[src/logic/boot_ctrl_pkg.sv]
// package: constants for the sensor reset and boot control block
// assumes a single system clock at 10 MHz and register writes decoded from the two-wire bus
package boot_ctrl_pkg;
    // system clock
    localparam int unsigned CLK_HZ = 10_000_000;
    // internal boot time, in microseconds
    localparam int unsigned BOOT_TIME_US = 44_500;
    // boot cycles at the system clock; a typical figure, so the host still polls
    localparam int unsigned BOOT_CYCLES = (BOOT_TIME_US / 1000) * (CLK_HZ / 1000)
        + ((BOOT_TIME_US % 1000) * (CLK_HZ / 1000)) / 1000;
    // pixel output is held for two system clock periods (one pixel clock period) per pixel
    localparam int unsigned PIX_PER_DIV = 2;
    // system control register address and soft reset bit
    localparam logic [15:0] SYSTEM_CONTROL_REG_ADDR = 16'h001A;
    localparam int unsigned SOFT_RESET_BIT = 0;
    // default frame geometry
    localparam int unsigned ACT_W = 16;
    localparam int unsigned ACT_H = 8;
    localparam int unsigned HBLANK = 8;
    localparam int unsigned VBLANK = 4;
    // reset values
    localparam logic [7:0] PIX_RST = 8'h00;
    localparam logic [1:0] LSB_RST = 2'h0;

    typedef enum logic [1:0] {
        ST_RESET = 2'b00,
        ST_BOOT = 2'b01,
        ST_STANDBY = 2'b10,
        ST_STREAM = 2'b11
    } boot_state_t;
endpackage

[src/logic/sensor_reset_boot_control.sv]
// sensor_reset_boot_control: reset merge, boot timer, pad tristate and frame timing
// assumes the serial register decoder upstream hands over writes as strobe/addr/data
// How it works
// an internal power-on reset fires with no external pin activity
// pin reset, soft reset bit and power-on reset all reset the block
// soft reset acts exactly like the hard reset pin
// reset is held while the master reset pin is low
// video pads are high impedance in reset and standby
// two-wire data pad only receives while in reset
// with output enable pin high, pads stay high impedance through boot
// host holds reset 50 clocks, clock runs 10 clocks after it
// host runs the clock 10 cycles before releasing reset
// after reset release the device boots for 44.5 ms
// host polls the command register to learn boot is done
// host waits out the boot time before its first serial command
// frames scan progressively with programmable blanking around the image
// line active is high only on valid pixels of a row
// floating reset and boot config pins read as high
// boot config high streams after boot, low waits in standby; the code leaves standby as soon as i_standby_req is low
// soft reset is bit 0 of the system control register, set then cleared
// pixel data is zero while line active is low
`timescale 1ns/1ps
module sensor_reset_boot_control #(
    parameter int unsigned BOOT_CYCLES = boot_ctrl_pkg::BOOT_CYCLES,
    parameter int unsigned ACT_W = boot_ctrl_pkg::ACT_W,
    parameter int unsigned ACT_H = boot_ctrl_pkg::ACT_H,
    parameter int unsigned HBLANK = boot_ctrl_pkg::HBLANK,
    parameter int unsigned VBLANK = boot_ctrl_pkg::VBLANK
) (
    // clock and power-on reset
    input wire logic i_sys_clk,
    input wire logic i_rst_n,
    // pins (pull-ups outside resolve floating to high)
    input wire logic i_master_reset_n,
    input wire logic i_boot_config,
    input wire logic i_out_enable_n,
    // decoded two-wire register writes
    input wire logic i_reg_wr,
    input wire logic [15:0] i_reg_addr,
    input wire logic [15:0] i_reg_wdata,
    // standby request from the command path
    input wire logic i_standby_req,
    // pixel source
    input wire logic [9:0] i_pixel,
    // two-wire data pad driver enable from the serial slave
    input wire logic i_twowire_data_drive,
    // video outputs and their enables
    output logic [7:0] o_pix_data,
    output logic [1:0] o_pix_lsb,
    output logic o_pixel_clock_out,
    output logic o_line_active_short,
    output logic o_frame_active,
    output logic o_video_oe,
    // two-wire data pad
    output logic o_twowire_data_pin_oe,
    // status
    output logic o_boot_done,
    output logic o_in_reset
);
    localparam int unsigned LINE_LEN = ACT_W + HBLANK;
    localparam int unsigned FRAME_LEN = ACT_H + VBLANK;
    localparam int unsigned BCW = $clog2(BOOT_CYCLES + 1);

    // =====================================
    // pin synchronisers, three flops, change taken when last two agree
    logic [2:0] rst_sync_q, rst_sync_d;
    logic [2:0] cfg_sync_q, cfg_sync_d;
    logic [2:0] oe_sync_q, oe_sync_d;
    logic pin_rst_n_q, pin_rst_n_d;
    logic cfg_q, cfg_d;
    logic oe_n_q, oe_n_d;

    always_comb begin
        rst_sync_d = {rst_sync_q[1:0], i_master_reset_n};
        cfg_sync_d = {cfg_sync_q[1:0], i_boot_config};
        oe_sync_d = {oe_sync_q[1:0], i_out_enable_n};
        pin_rst_n_d = (rst_sync_q[2] == rst_sync_q[1]) ? rst_sync_q[1] : pin_rst_n_q;
        cfg_d = (cfg_sync_q[2] == cfg_sync_q[1]) ? cfg_sync_q[1] : cfg_q;
        oe_n_d = (oe_sync_q[2] == oe_sync_q[1]) ? oe_sync_q[1] : oe_n_q;
    end

    // floating pins read high, so reset to high
    always_ff @(posedge i_sys_clk or negedge i_rst_n) begin
        if (!i_rst_n) begin
            rst_sync_q <= 3'h7;
            cfg_sync_q <= 3'h7;
            oe_sync_q <= 3'h7;
            pin_rst_n_q <= 1'b1;
            cfg_q <= 1'b1;
            oe_n_q <= 1'b1;
        end else begin
            rst_sync_q <= rst_sync_d;
            cfg_sync_q <= cfg_sync_d;
            oe_sync_q <= oe_sync_d;
            pin_rst_n_q <= pin_rst_n_d;
            cfg_q <= cfg_d;
            oe_n_q <= oe_n_d;
        end
    end

    // =====================================
    // soft reset bit and merged reset
    logic soft_rst_q, soft_rst_d;
    logic any_rst;

    always_comb begin
        soft_rst_d = soft_rst_q;
        if (i_reg_wr && i_reg_addr == boot_ctrl_pkg::SYSTEM_CONTROL_REG_ADDR) begin
            soft_rst_d = i_reg_wdata[boot_ctrl_pkg::SOFT_RESET_BIT];
        end
    end

    // the soft bit itself survives the reset it causes, else it could never be cleared
    always_ff @(posedge i_sys_clk or negedge i_rst_n) begin
        if (!i_rst_n) begin
            soft_rst_q <= 1'b0;
        end else begin
            soft_rst_q <= soft_rst_d;
        end
    end

    // power-on reset comes in on i_rst_n and clears everything
    assign any_rst = !pin_rst_n_q || soft_rst_q;

    // =====================================
    // boot sequencer
    boot_ctrl_pkg::boot_state_t state_q, state_d;
    logic [BCW-1:0] boot_cnt_q, boot_cnt_d;

    always_comb begin
        state_d = state_q;
        boot_cnt_d = boot_cnt_q;
        if (any_rst) begin
            state_d = boot_ctrl_pkg::ST_RESET;
            boot_cnt_d = '0;
        end else begin
            unique case (state_q)
                boot_ctrl_pkg::ST_RESET: begin
                    state_d = boot_ctrl_pkg::ST_BOOT;
                    boot_cnt_d = '0;
                end
                boot_ctrl_pkg::ST_BOOT: begin
                    boot_cnt_d = boot_cnt_q + BCW'(1);
                    if (boot_cnt_q == BCW'(BOOT_CYCLES - 1)) begin
                        state_d = cfg_q ? boot_ctrl_pkg::ST_STREAM
                                        : boot_ctrl_pkg::ST_STANDBY;
                    end
                end
                boot_ctrl_pkg::ST_STANDBY: begin
                    if (!i_standby_req) begin
                        state_d = boot_ctrl_pkg::ST_STREAM;
                    end
                end
                boot_ctrl_pkg::ST_STREAM: begin
                    if (i_standby_req) begin
                        state_d = boot_ctrl_pkg::ST_STANDBY;
                    end
                end
            endcase
        end
    end

    always_ff @(posedge i_sys_clk or negedge i_rst_n) begin
        if (!i_rst_n) begin
            state_q <= boot_ctrl_pkg::ST_RESET;
            boot_cnt_q <= '0;
        end else begin
            state_q <= state_d;
            boot_cnt_q <= boot_cnt_d;
        end
    end

    // =====================================
    // frame timing: pixel clock divider, column and row counters
    localparam int unsigned CW = $clog2(LINE_LEN + 1);
    localparam int unsigned RW = $clog2(FRAME_LEN + 1);
    logic streaming;
    logic pclk_q, pclk_d;
    logic [CW-1:0] col_q, col_d;
    logic [RW-1:0] row_q, row_d;
    logic line_act;
    logic [7:0] pix_d;
    logic [1:0] lsb_d;
    logic video_oe_d;

    // gated by the merged reset so the pads drop one cycle after the reset lands, together with o_in_reset, not a cycle later
    assign streaming = (state_q == boot_ctrl_pkg::ST_STREAM) && !any_rst;
    assign line_act = streaming && col_q < CW'(ACT_W) && row_q < RW'(ACT_H);

    always_comb begin
        pclk_d = streaming ? !pclk_q : 1'b0;
        col_d = col_q;
        row_d = row_q;
        if (!streaming) begin
            col_d = '0;
            row_d = '0;
        end else if (pclk_q) begin
            // one pixel per two clock periods; blanking wraps the image
            if (col_q == CW'(LINE_LEN - 1)) begin
                col_d = '0;
                row_d = (row_q == RW'(FRAME_LEN - 1)) ? '0 : row_q + RW'(1);
            end else begin
                col_d = col_q + CW'(1);
            end
        end
        pix_d = line_act ? i_pixel[9:2] : boot_ctrl_pkg::PIX_RST;
        lsb_d = line_act ? i_pixel[1:0] : boot_ctrl_pkg::LSB_RST;
        // drivers off in reset, boot and standby, and whenever the enable pin is high
        video_oe_d = streaming && !oe_n_q;
    end

    always_ff @(posedge i_sys_clk or negedge i_rst_n) begin
        if (!i_rst_n) begin
            pclk_q <= 1'b0;
            col_q <= '0;
            row_q <= '0;
            o_pix_data <= boot_ctrl_pkg::PIX_RST;
            o_pix_lsb <= boot_ctrl_pkg::LSB_RST;
            o_pixel_clock_out <= 1'b0;
            o_line_active_short <= 1'b0;
            o_frame_active <= 1'b0;
            o_video_oe <= 1'b0;
            o_twowire_data_pin_oe <= 1'b0;
            o_boot_done <= 1'b0;
            o_in_reset <= 1'b1;
        end else begin
            pclk_q <= pclk_d;
            col_q <= col_d;
            row_q <= row_d;
            o_pix_data <= pix_d;
            o_pix_lsb <= lsb_d;
            o_pixel_clock_out <= pclk_q;
            o_line_active_short <= line_act;
            o_frame_active <= streaming && row_q < RW'(ACT_H);
            o_video_oe <= video_oe_d;
            // pad only listens while reset is in force
            o_twowire_data_pin_oe <= i_twowire_data_drive && !any_rst
                && state_q != boot_ctrl_pkg::ST_RESET;
            o_boot_done <= !any_rst && ((state_q == boot_ctrl_pkg::ST_STREAM)
                || (state_q == boot_ctrl_pkg::ST_STANDBY));
            o_in_reset <= any_rst || state_q == boot_ctrl_pkg::ST_RESET;
        end
    end
endmodule // sensor_reset_boot_control
[config.mk]
export PLATFORM = sky130hd
export DESIGN_NAME = sensor_reset_boot_control
export DESIGN_NICKNAME = d
export VERILOG_FILES = /design/src/logic/boot_ctrl_pkg.sv /design/src/logic/sensor_reset_boot_control.sv
export SDC_FILE = /design/constraint.sdc
export NUM_CORES = 1
export LEC_CHECK = 0
export ABC_AREA = 1
export BUFFER_PORTS_ARGS = -buffer_cell sky130_fd_sc_hd__buf_4
export CELL_PAD_IN_SITES_DETAIL_PLACEMENT = 1
export CELL_PAD_IN_SITES_GLOBAL_PLACEMENT = 1
export CORE_UTILIZATION = 39
export DETAILED_ROUTE_END_ITERATION = 8
export PLACE_DENSITY_LB_ADDON = 0.1
export SYNTH_ARGS = -nofsm -noshare
export SYNTH_HDL_FRONTEND = slang
export SYNTH_SLANG_ARGS = --single-unit
[constraint.sdc]
create_clock -name i_sys_clk -period 1.9 [get_ports i_sys_clk]
set_clock_uncertainty 0.15 [all_clocks]
set_input_delay 0.38 -clock i_sys_clk [delete_from_list [all_inputs] [get_ports i_sys_clk]]
set_output_delay 0.38 -clock i_sys_clk [all_outputs]
set_load 0.005 [all_outputs]
### Word level (Yosys, flattened, before mapping)

Cells that the tools add are included.

* flip-flop bits (word level): 61
* bits in latches: 0
* memory bits (writable): 0
* bits in read-only memories: 0
* bits of input ports: 50
* output and inout port bits: 17
* word-level logic and storage cells: 80
* memories kept: 0

* add/sub/neg operators: 3
* multipliers: 0
* div/mod/pow operators: 0
* order comparisons: 2
* eq/ne operators: 15
* shift operators: 0
* multiplexer cells: 18
* bitwise operators: 0
* reduce and logical (&&, ||, !) cells: 21

Operators by type and width (number)
* 19-bit one-hot mux with 2 select lines: 1
* 19-bit by 1-bit adder with 19-bit output, second input constant: 1
* 19-bit equality test, second input constant: 1
* 19-bit 2-to-1 mux: 1
* 16-bit by 5-bit equality test with 1-bit output, second input constant: 1
* 4-bit 2-to-1 mux: 4
* 5-bit 2-to-1 mux: 3
* 2-bit 2-to-1 mux: 5
* 1-bit logical AND: 9
* 3-bit inequality test, second input constant: 3
* 8-bit 2-to-1 mux: 1
* 2-bit one-hot mux with 4 select lines: 1
* 5-bit by 1-bit adder with 5-bit output, second input constant: 1
* 5-bit equality test, second input constant: 1
* 5-bit less-than comparator, second input constant: 1
* 4-bit by 1-bit adder with 4-bit output, second input constant: 1
* 2-bit equality test, second input constant: 2
* 4-bit equality test, second input constant: 1
* 1-bit logical NOT: 4
* 4-bit less-than comparator, second input constant: 1
* 2-bit by 1-bit inequality test with 1-bit output, second input constant: 2
* 1-bit equality test: 3
* 1-bit logical OR: 3
* 3-bit AND reduction: 1
* 6 further kinds: 7

### Logic depth before layout (Yosys ltp)

* depth in word-level cells: 7
* depth in mapped cells: 9
* depth with buffers taken out: 9

### Worst setup path after synthesis

No wires, ideal clock.

* path kind: reg-to-reg
* start point: register pin_rst_n_q
* end point: register col_q[3]
* library setup time: 117 ps
* arrival time: 1224 ps
* required time: 1633 ps
* path slack: 409 ps
* stages on the path, launching flop included: 10
* buffers on the path: 0
* clock period less this slack: 1491 ps
* cells stage by stage: dfstp_2 inv_1 nor2_1 nand2_1 nor2_2 nand2_1 nand2_1 nand2_1 nand2_1 nor2_1

* cells in the longest elaborated chain, start to end: 5
* elaborated cells between the ends (all ways): 6
* those cells by class: eq/ne: 1; mux: 1; reduce/logical: 4

Ends and longest elaborated chain
* start: declaration: RTL line sensor_reset_boot_control.sv:69 `logic pin_rst_n_q, pin_rst_n_d;`
* start signal: assignment: RTL line sensor_reset_boot_control.sv:95 `pin_rst_n_q <= pin_rst_n_d;`
* 1-bit logical NOT *: RTL line sensor_reset_boot_control.sv:123 `assign any_rst = !pin_rst_n_q || soft_rst_q;`
* 1-bit logical OR *: RTL line sensor_reset_boot_control.sv:123
* 1-bit logical NOT *: RTL line sensor_reset_boot_control.sv:187 `assign streaming = (state_q == boot_ctrl_pkg::ST_STREAM) && !any_rst;`
* 1-bit logical AND *: RTL line sensor_reset_boot_control.sv:187
* 2-bit by 1-bit inequality test with 1-bit output (no source line) or 5-bit 2-to-1 mux (tied branches)
* end signal: assignment: RTL line sensor_reset_boot_control.sv:228 `col_q <= col_d;`
* end: declaration: RTL line sensor_reset_boot_control.sv:179 `logic [CW-1:0] col_q, col_d;`

Mark *: on every way between the ends. The rest lies on a longest branch, timed or not.
A chain may end at the register's enable or synchronous reset.

### Worst setup path in the final report

* start point: register boot_cnt_q[0]
* end point: register boot_cnt_q[18]

* cells in the longest elaborated chain, start to end: 3

Ends and longest elaborated chain
* start: declaration: RTL line sensor_reset_boot_control.sv:128 `logic [BCW-1:0] boot_cnt_q, boot_cnt_d;`
* start signal: assignment: RTL line sensor_reset_boot_control.sv:169 `boot_cnt_q <= boot_cnt_d;`
* 19-bit by 1-bit adder with 19-bit output: RTL line sensor_reset_boot_control.sv:143 `boot_cnt_d = boot_cnt_q + BCW'(1);`
* 19-bit one-hot mux with 2 select lines: RTL line sensor_reset_boot_control.sv:137 `unique case (state_q)`
* 19-bit 2-to-1 mux: RTL line sensor_reset_boot_control.sv:133 `if (any_rst) begin`

No other way between the ends.

==> reports/metrics.yaml <==
setup_path:
  startpoint_type: "flip-flop"
  crit_buf_inv: 0
  r2r_start: "boot_cnt_q[0]"
  r2r_cells: 8
  reg2reg_to: "boot_cnt_q[18]"
  cp_num_cells: 8
  critPathMaxStageDelay_ns: 0.42
  cp.arrival_ns: 1.83
  cpMostUsedCell: "nand3_1"
  end_kind: "flip-flop"
  cp.required_ns: 1.98
  crit_end: "boot_cnt_q[18]"
  regToRegSetupSlack_ns: 0.15
  crit_path_start: "boot_cnt_q[0]"
  slowest_stage: "dfrtp_1"
  critPathMaxFanout: 5
  crit_family: "simple AND/OR/NAND/NOR gates"
  path_class: "flip-flop to flip-flop"
  cp_cell_sequence: "ha_1 -> nand3_1 -> nor2_4 -> nand2_1 -> nor2_4 -> nand3_1 -> nand3_1 -> nand2_1"
clock_tree:
  cts_tree: "yes"
  clk_latency_ns: 0.34
  numCtsBuffers: 9
  clkTransAtPathRegs_ns: 0.07
  root_buffer: "clkbuf_8"
  htree_levels: 3
  cts_max_path_buffers: 2
  cts.sinks: 61
routing:
  drt_wl_total_mm: 6.90
  vias_per_cell: 4.72
  first_pass_iters: 4
  num_vias: 2369
  drt_iter0_markers: 98
  routedWlPerCell_um: 13.7
  ant_nets: 0
  drc: 0
placement:
  dp_hpwl_mm: 5.06
  port_buffers: 51
  place.gp.congestion: 0.767
synth:
  synth-edff-count: 0
  synth_top_area_share: 0.424
  yosysMostFrequentCell: "nand2_1"
  ys_top_cells_by_area: "dfrtp_1 (42%), dfstp_2 (12%), nand2_1 (10%)"
  syn_inst: 333
  async_flop_share: 1.00
  ys.flop_type: "dfrtp_1"
  synth-seq-area-share: 0.545
  yosysWarnings: 0
  synthesis.nets: 386
  ys_ff_latch: 61
  yosys.area.top_type: "dfrtp_1"
  syn_area_per_cell_um2: 8.50
  synth_cell_type_count: 29
  netlist_area_mm2: 0.00283
  ys_top_cells_by_count: "nand2_1 (78), dfrtp_1 (48), nor2_1 (45)"
finish:
  fin_util: 0.531
  antenna_cells: 0
  fin_nets: 454
  multiInputGateArea_mm2: 0.00110
  syn2layout_area_growth_pct: 29.5
  drive_gt1_frac: 0.271
  regArea_mm2: 0.00154
  nFillCells: 860
sta:
  setup_viol: 0
  worstMarginPinSlew_ns: 0.306
  fin_crit_sh: 0.921
  layout_min_cycle_time_ns: 1.75
  rsz0062_at_grt: "false"
  hold_viol: 0
  slew_headroom: 0.795
  fmax_ghz: 0.572
  setup_tns_ns: 0
  slew_viol_final: 0
power:
  peakVddDrop_v: 0.000604
  power.leakage_uw: 0.00175
  power_density_mw_per_mm2: 934
floorplan:
  coreArea_mm2: 0.00691
  initial_core_util: 0.410
  dieArea_mm2: 0.00760
  rows: 30
  dieHeight_um: 87.2
  ios: 67
  die_w_um: 87.2
run:
  maxCapViolations: 0
min_path:
  hp-class: "input pin to flip-flop"
grt:
  grt_usage: 0.211
  grt_first_pass_wirelength_mm: 11.9
  grt_max_degree: 48
  grt_pass1_vias: 2567
  antenna_found_initial: 0
  grt_overflow: 0
run_status:
  status: "complete, no violations"
==> cell type report <==
type	instances	share of cell area
sequential	61	0.421
tap	96	0.0328
clock buffer	10	0.0375
timing repair buffer	62	0.133
multi-input combinational	222	0.300
inverter	45	0.0461
clock inverter	6	0.0300
==> worst min path at each step <==
stage | start | endpoint | slack, ns | cells after the start
floorplan | i_rst_n | boot_cnt_q[0] | -0.07 | 0
global placement | i_rst_n | o_twowire_data_pin_oe | 0.11 | 1
detailed placement | i_rst_n | o_twowire_data_pin_oe | 0.11 | 1
CTS | i_pixel[1] | o_pix_lsb[1] | 0.09 | 3
global route | i_pixel[8] | o_pix_data[6] | 0.09 | 3
finish | i_pixel[1] | o_pix_lsb[1] | 0.11 | 3
==> placed cells by master (no fill, tap or decap), types with 2 or more instances in the layout <==
master / netlist / layout
nor2_4: 2 / 4
o21ai_1: 15 / 15
dfstp_2: 13 / 13
bufinv_16: 0 / 3
nand3_1: 30 / 30
dfrtp_1: 48 / 48
xor2_1: 4 / 4
nand4_1: 4 / 4
clkbuf_8: 0 / 10
o21ai_0: 3 / 3
inv_2: 6 / 6
maj3_1: 3 / 3
nor2_2: 12 / 10
nor2_1: 45 / 45
nand3b_1: 2 / 2
nor3_1: 4 / 4
ha_1: 3 / 3
nand2_1: 78 / 78
inv_1: 39 / 39
o21bai_1: 2 / 2
clkinvlp_4: 0 / 2
a21oi_1: 7 / 7
buf_4: 2 / 57
dlygate4sd3_1: 0 / 4
==> power by group <==
group | internal [µW] | switching [µW] | total (µW)
logic | 214 | 280 | 495
clock network | 904 | 535 | 1440
registers | 1410 | 80.8 | 1490
==> worst min-delay path: cells and delay by family <==
family / cells / cell delay [ns]
buffers and inverters: 2 / 0.15
AND/OR/NAND/NOR: 1 / 0.03
==> layer usage <==
metal,vias up,part of all wire,global-route usage
met1,1136,0.45,0.252
met2,36,0.50,0.361
li1,1184,-,-
met4,0,0.022,0.101
met3,13,0.029,0.0455
met5,-,0,0
==> registers in the layout, indices dropped and copies added, names as in the netlist, 2 cells and up <==
name / cells
row_q: 4
boot_cnt_q: 19
cfg_sync_q: 3
rst_sync_q: 3
o_pix_data: 8
o_pix_lsb: 2
state_q: 2
col_q: 5
oe_sync_q: 3
==> logic make-up after synthesis <==
| kind of cell | after synthesis | share of synthesized area |
|---|---|---|
| buffers and inverters | 50 | 0.0703 |
| AND/OR/NAND/NOR | 180 | 0.282 |
| flip-flops | 61 | 0.545 |
| AO/OA/AOI/OAI | 31 | 0.0632 |
| XOR/XNOR | 5 | 0.0155 |
| adder cells (fa/ha/maj) | 6 | 0.0239 |
==> timing repair <==
| item | in CTS | in global routing |
|---|---|---|
| setup endpoints to repair | 0 | 3 |
| hold buffers | 4 | 0 |
| gates resized for setup | 0 | 2 |
| setup buffers | 0 | 0 |
| hold endpoints to repair | 17 | 0 |
==> metrics by stage <==
stage | total power, µW | cell area (µm²) | hold WS (ns) | setup WS (ns) | instances
floorplan | 1760 | 2830 | -0.0656 | 0.409 | 333
detailed placement | 2010 | 3370 | 0.112 | 0.102 | 482
CTS | 3460 | 3660 | 0.0917 | 0.0736 | 502
global placement | 1990 | 3370 | 0.108 | 0.203 | 482
finish | 3420 | 3670 | 0.107 | 0.151 | 502
global route | 3600 | 3670 | 0.0911 | 0.0145 | 502
(Power assumes the default switching activity.)
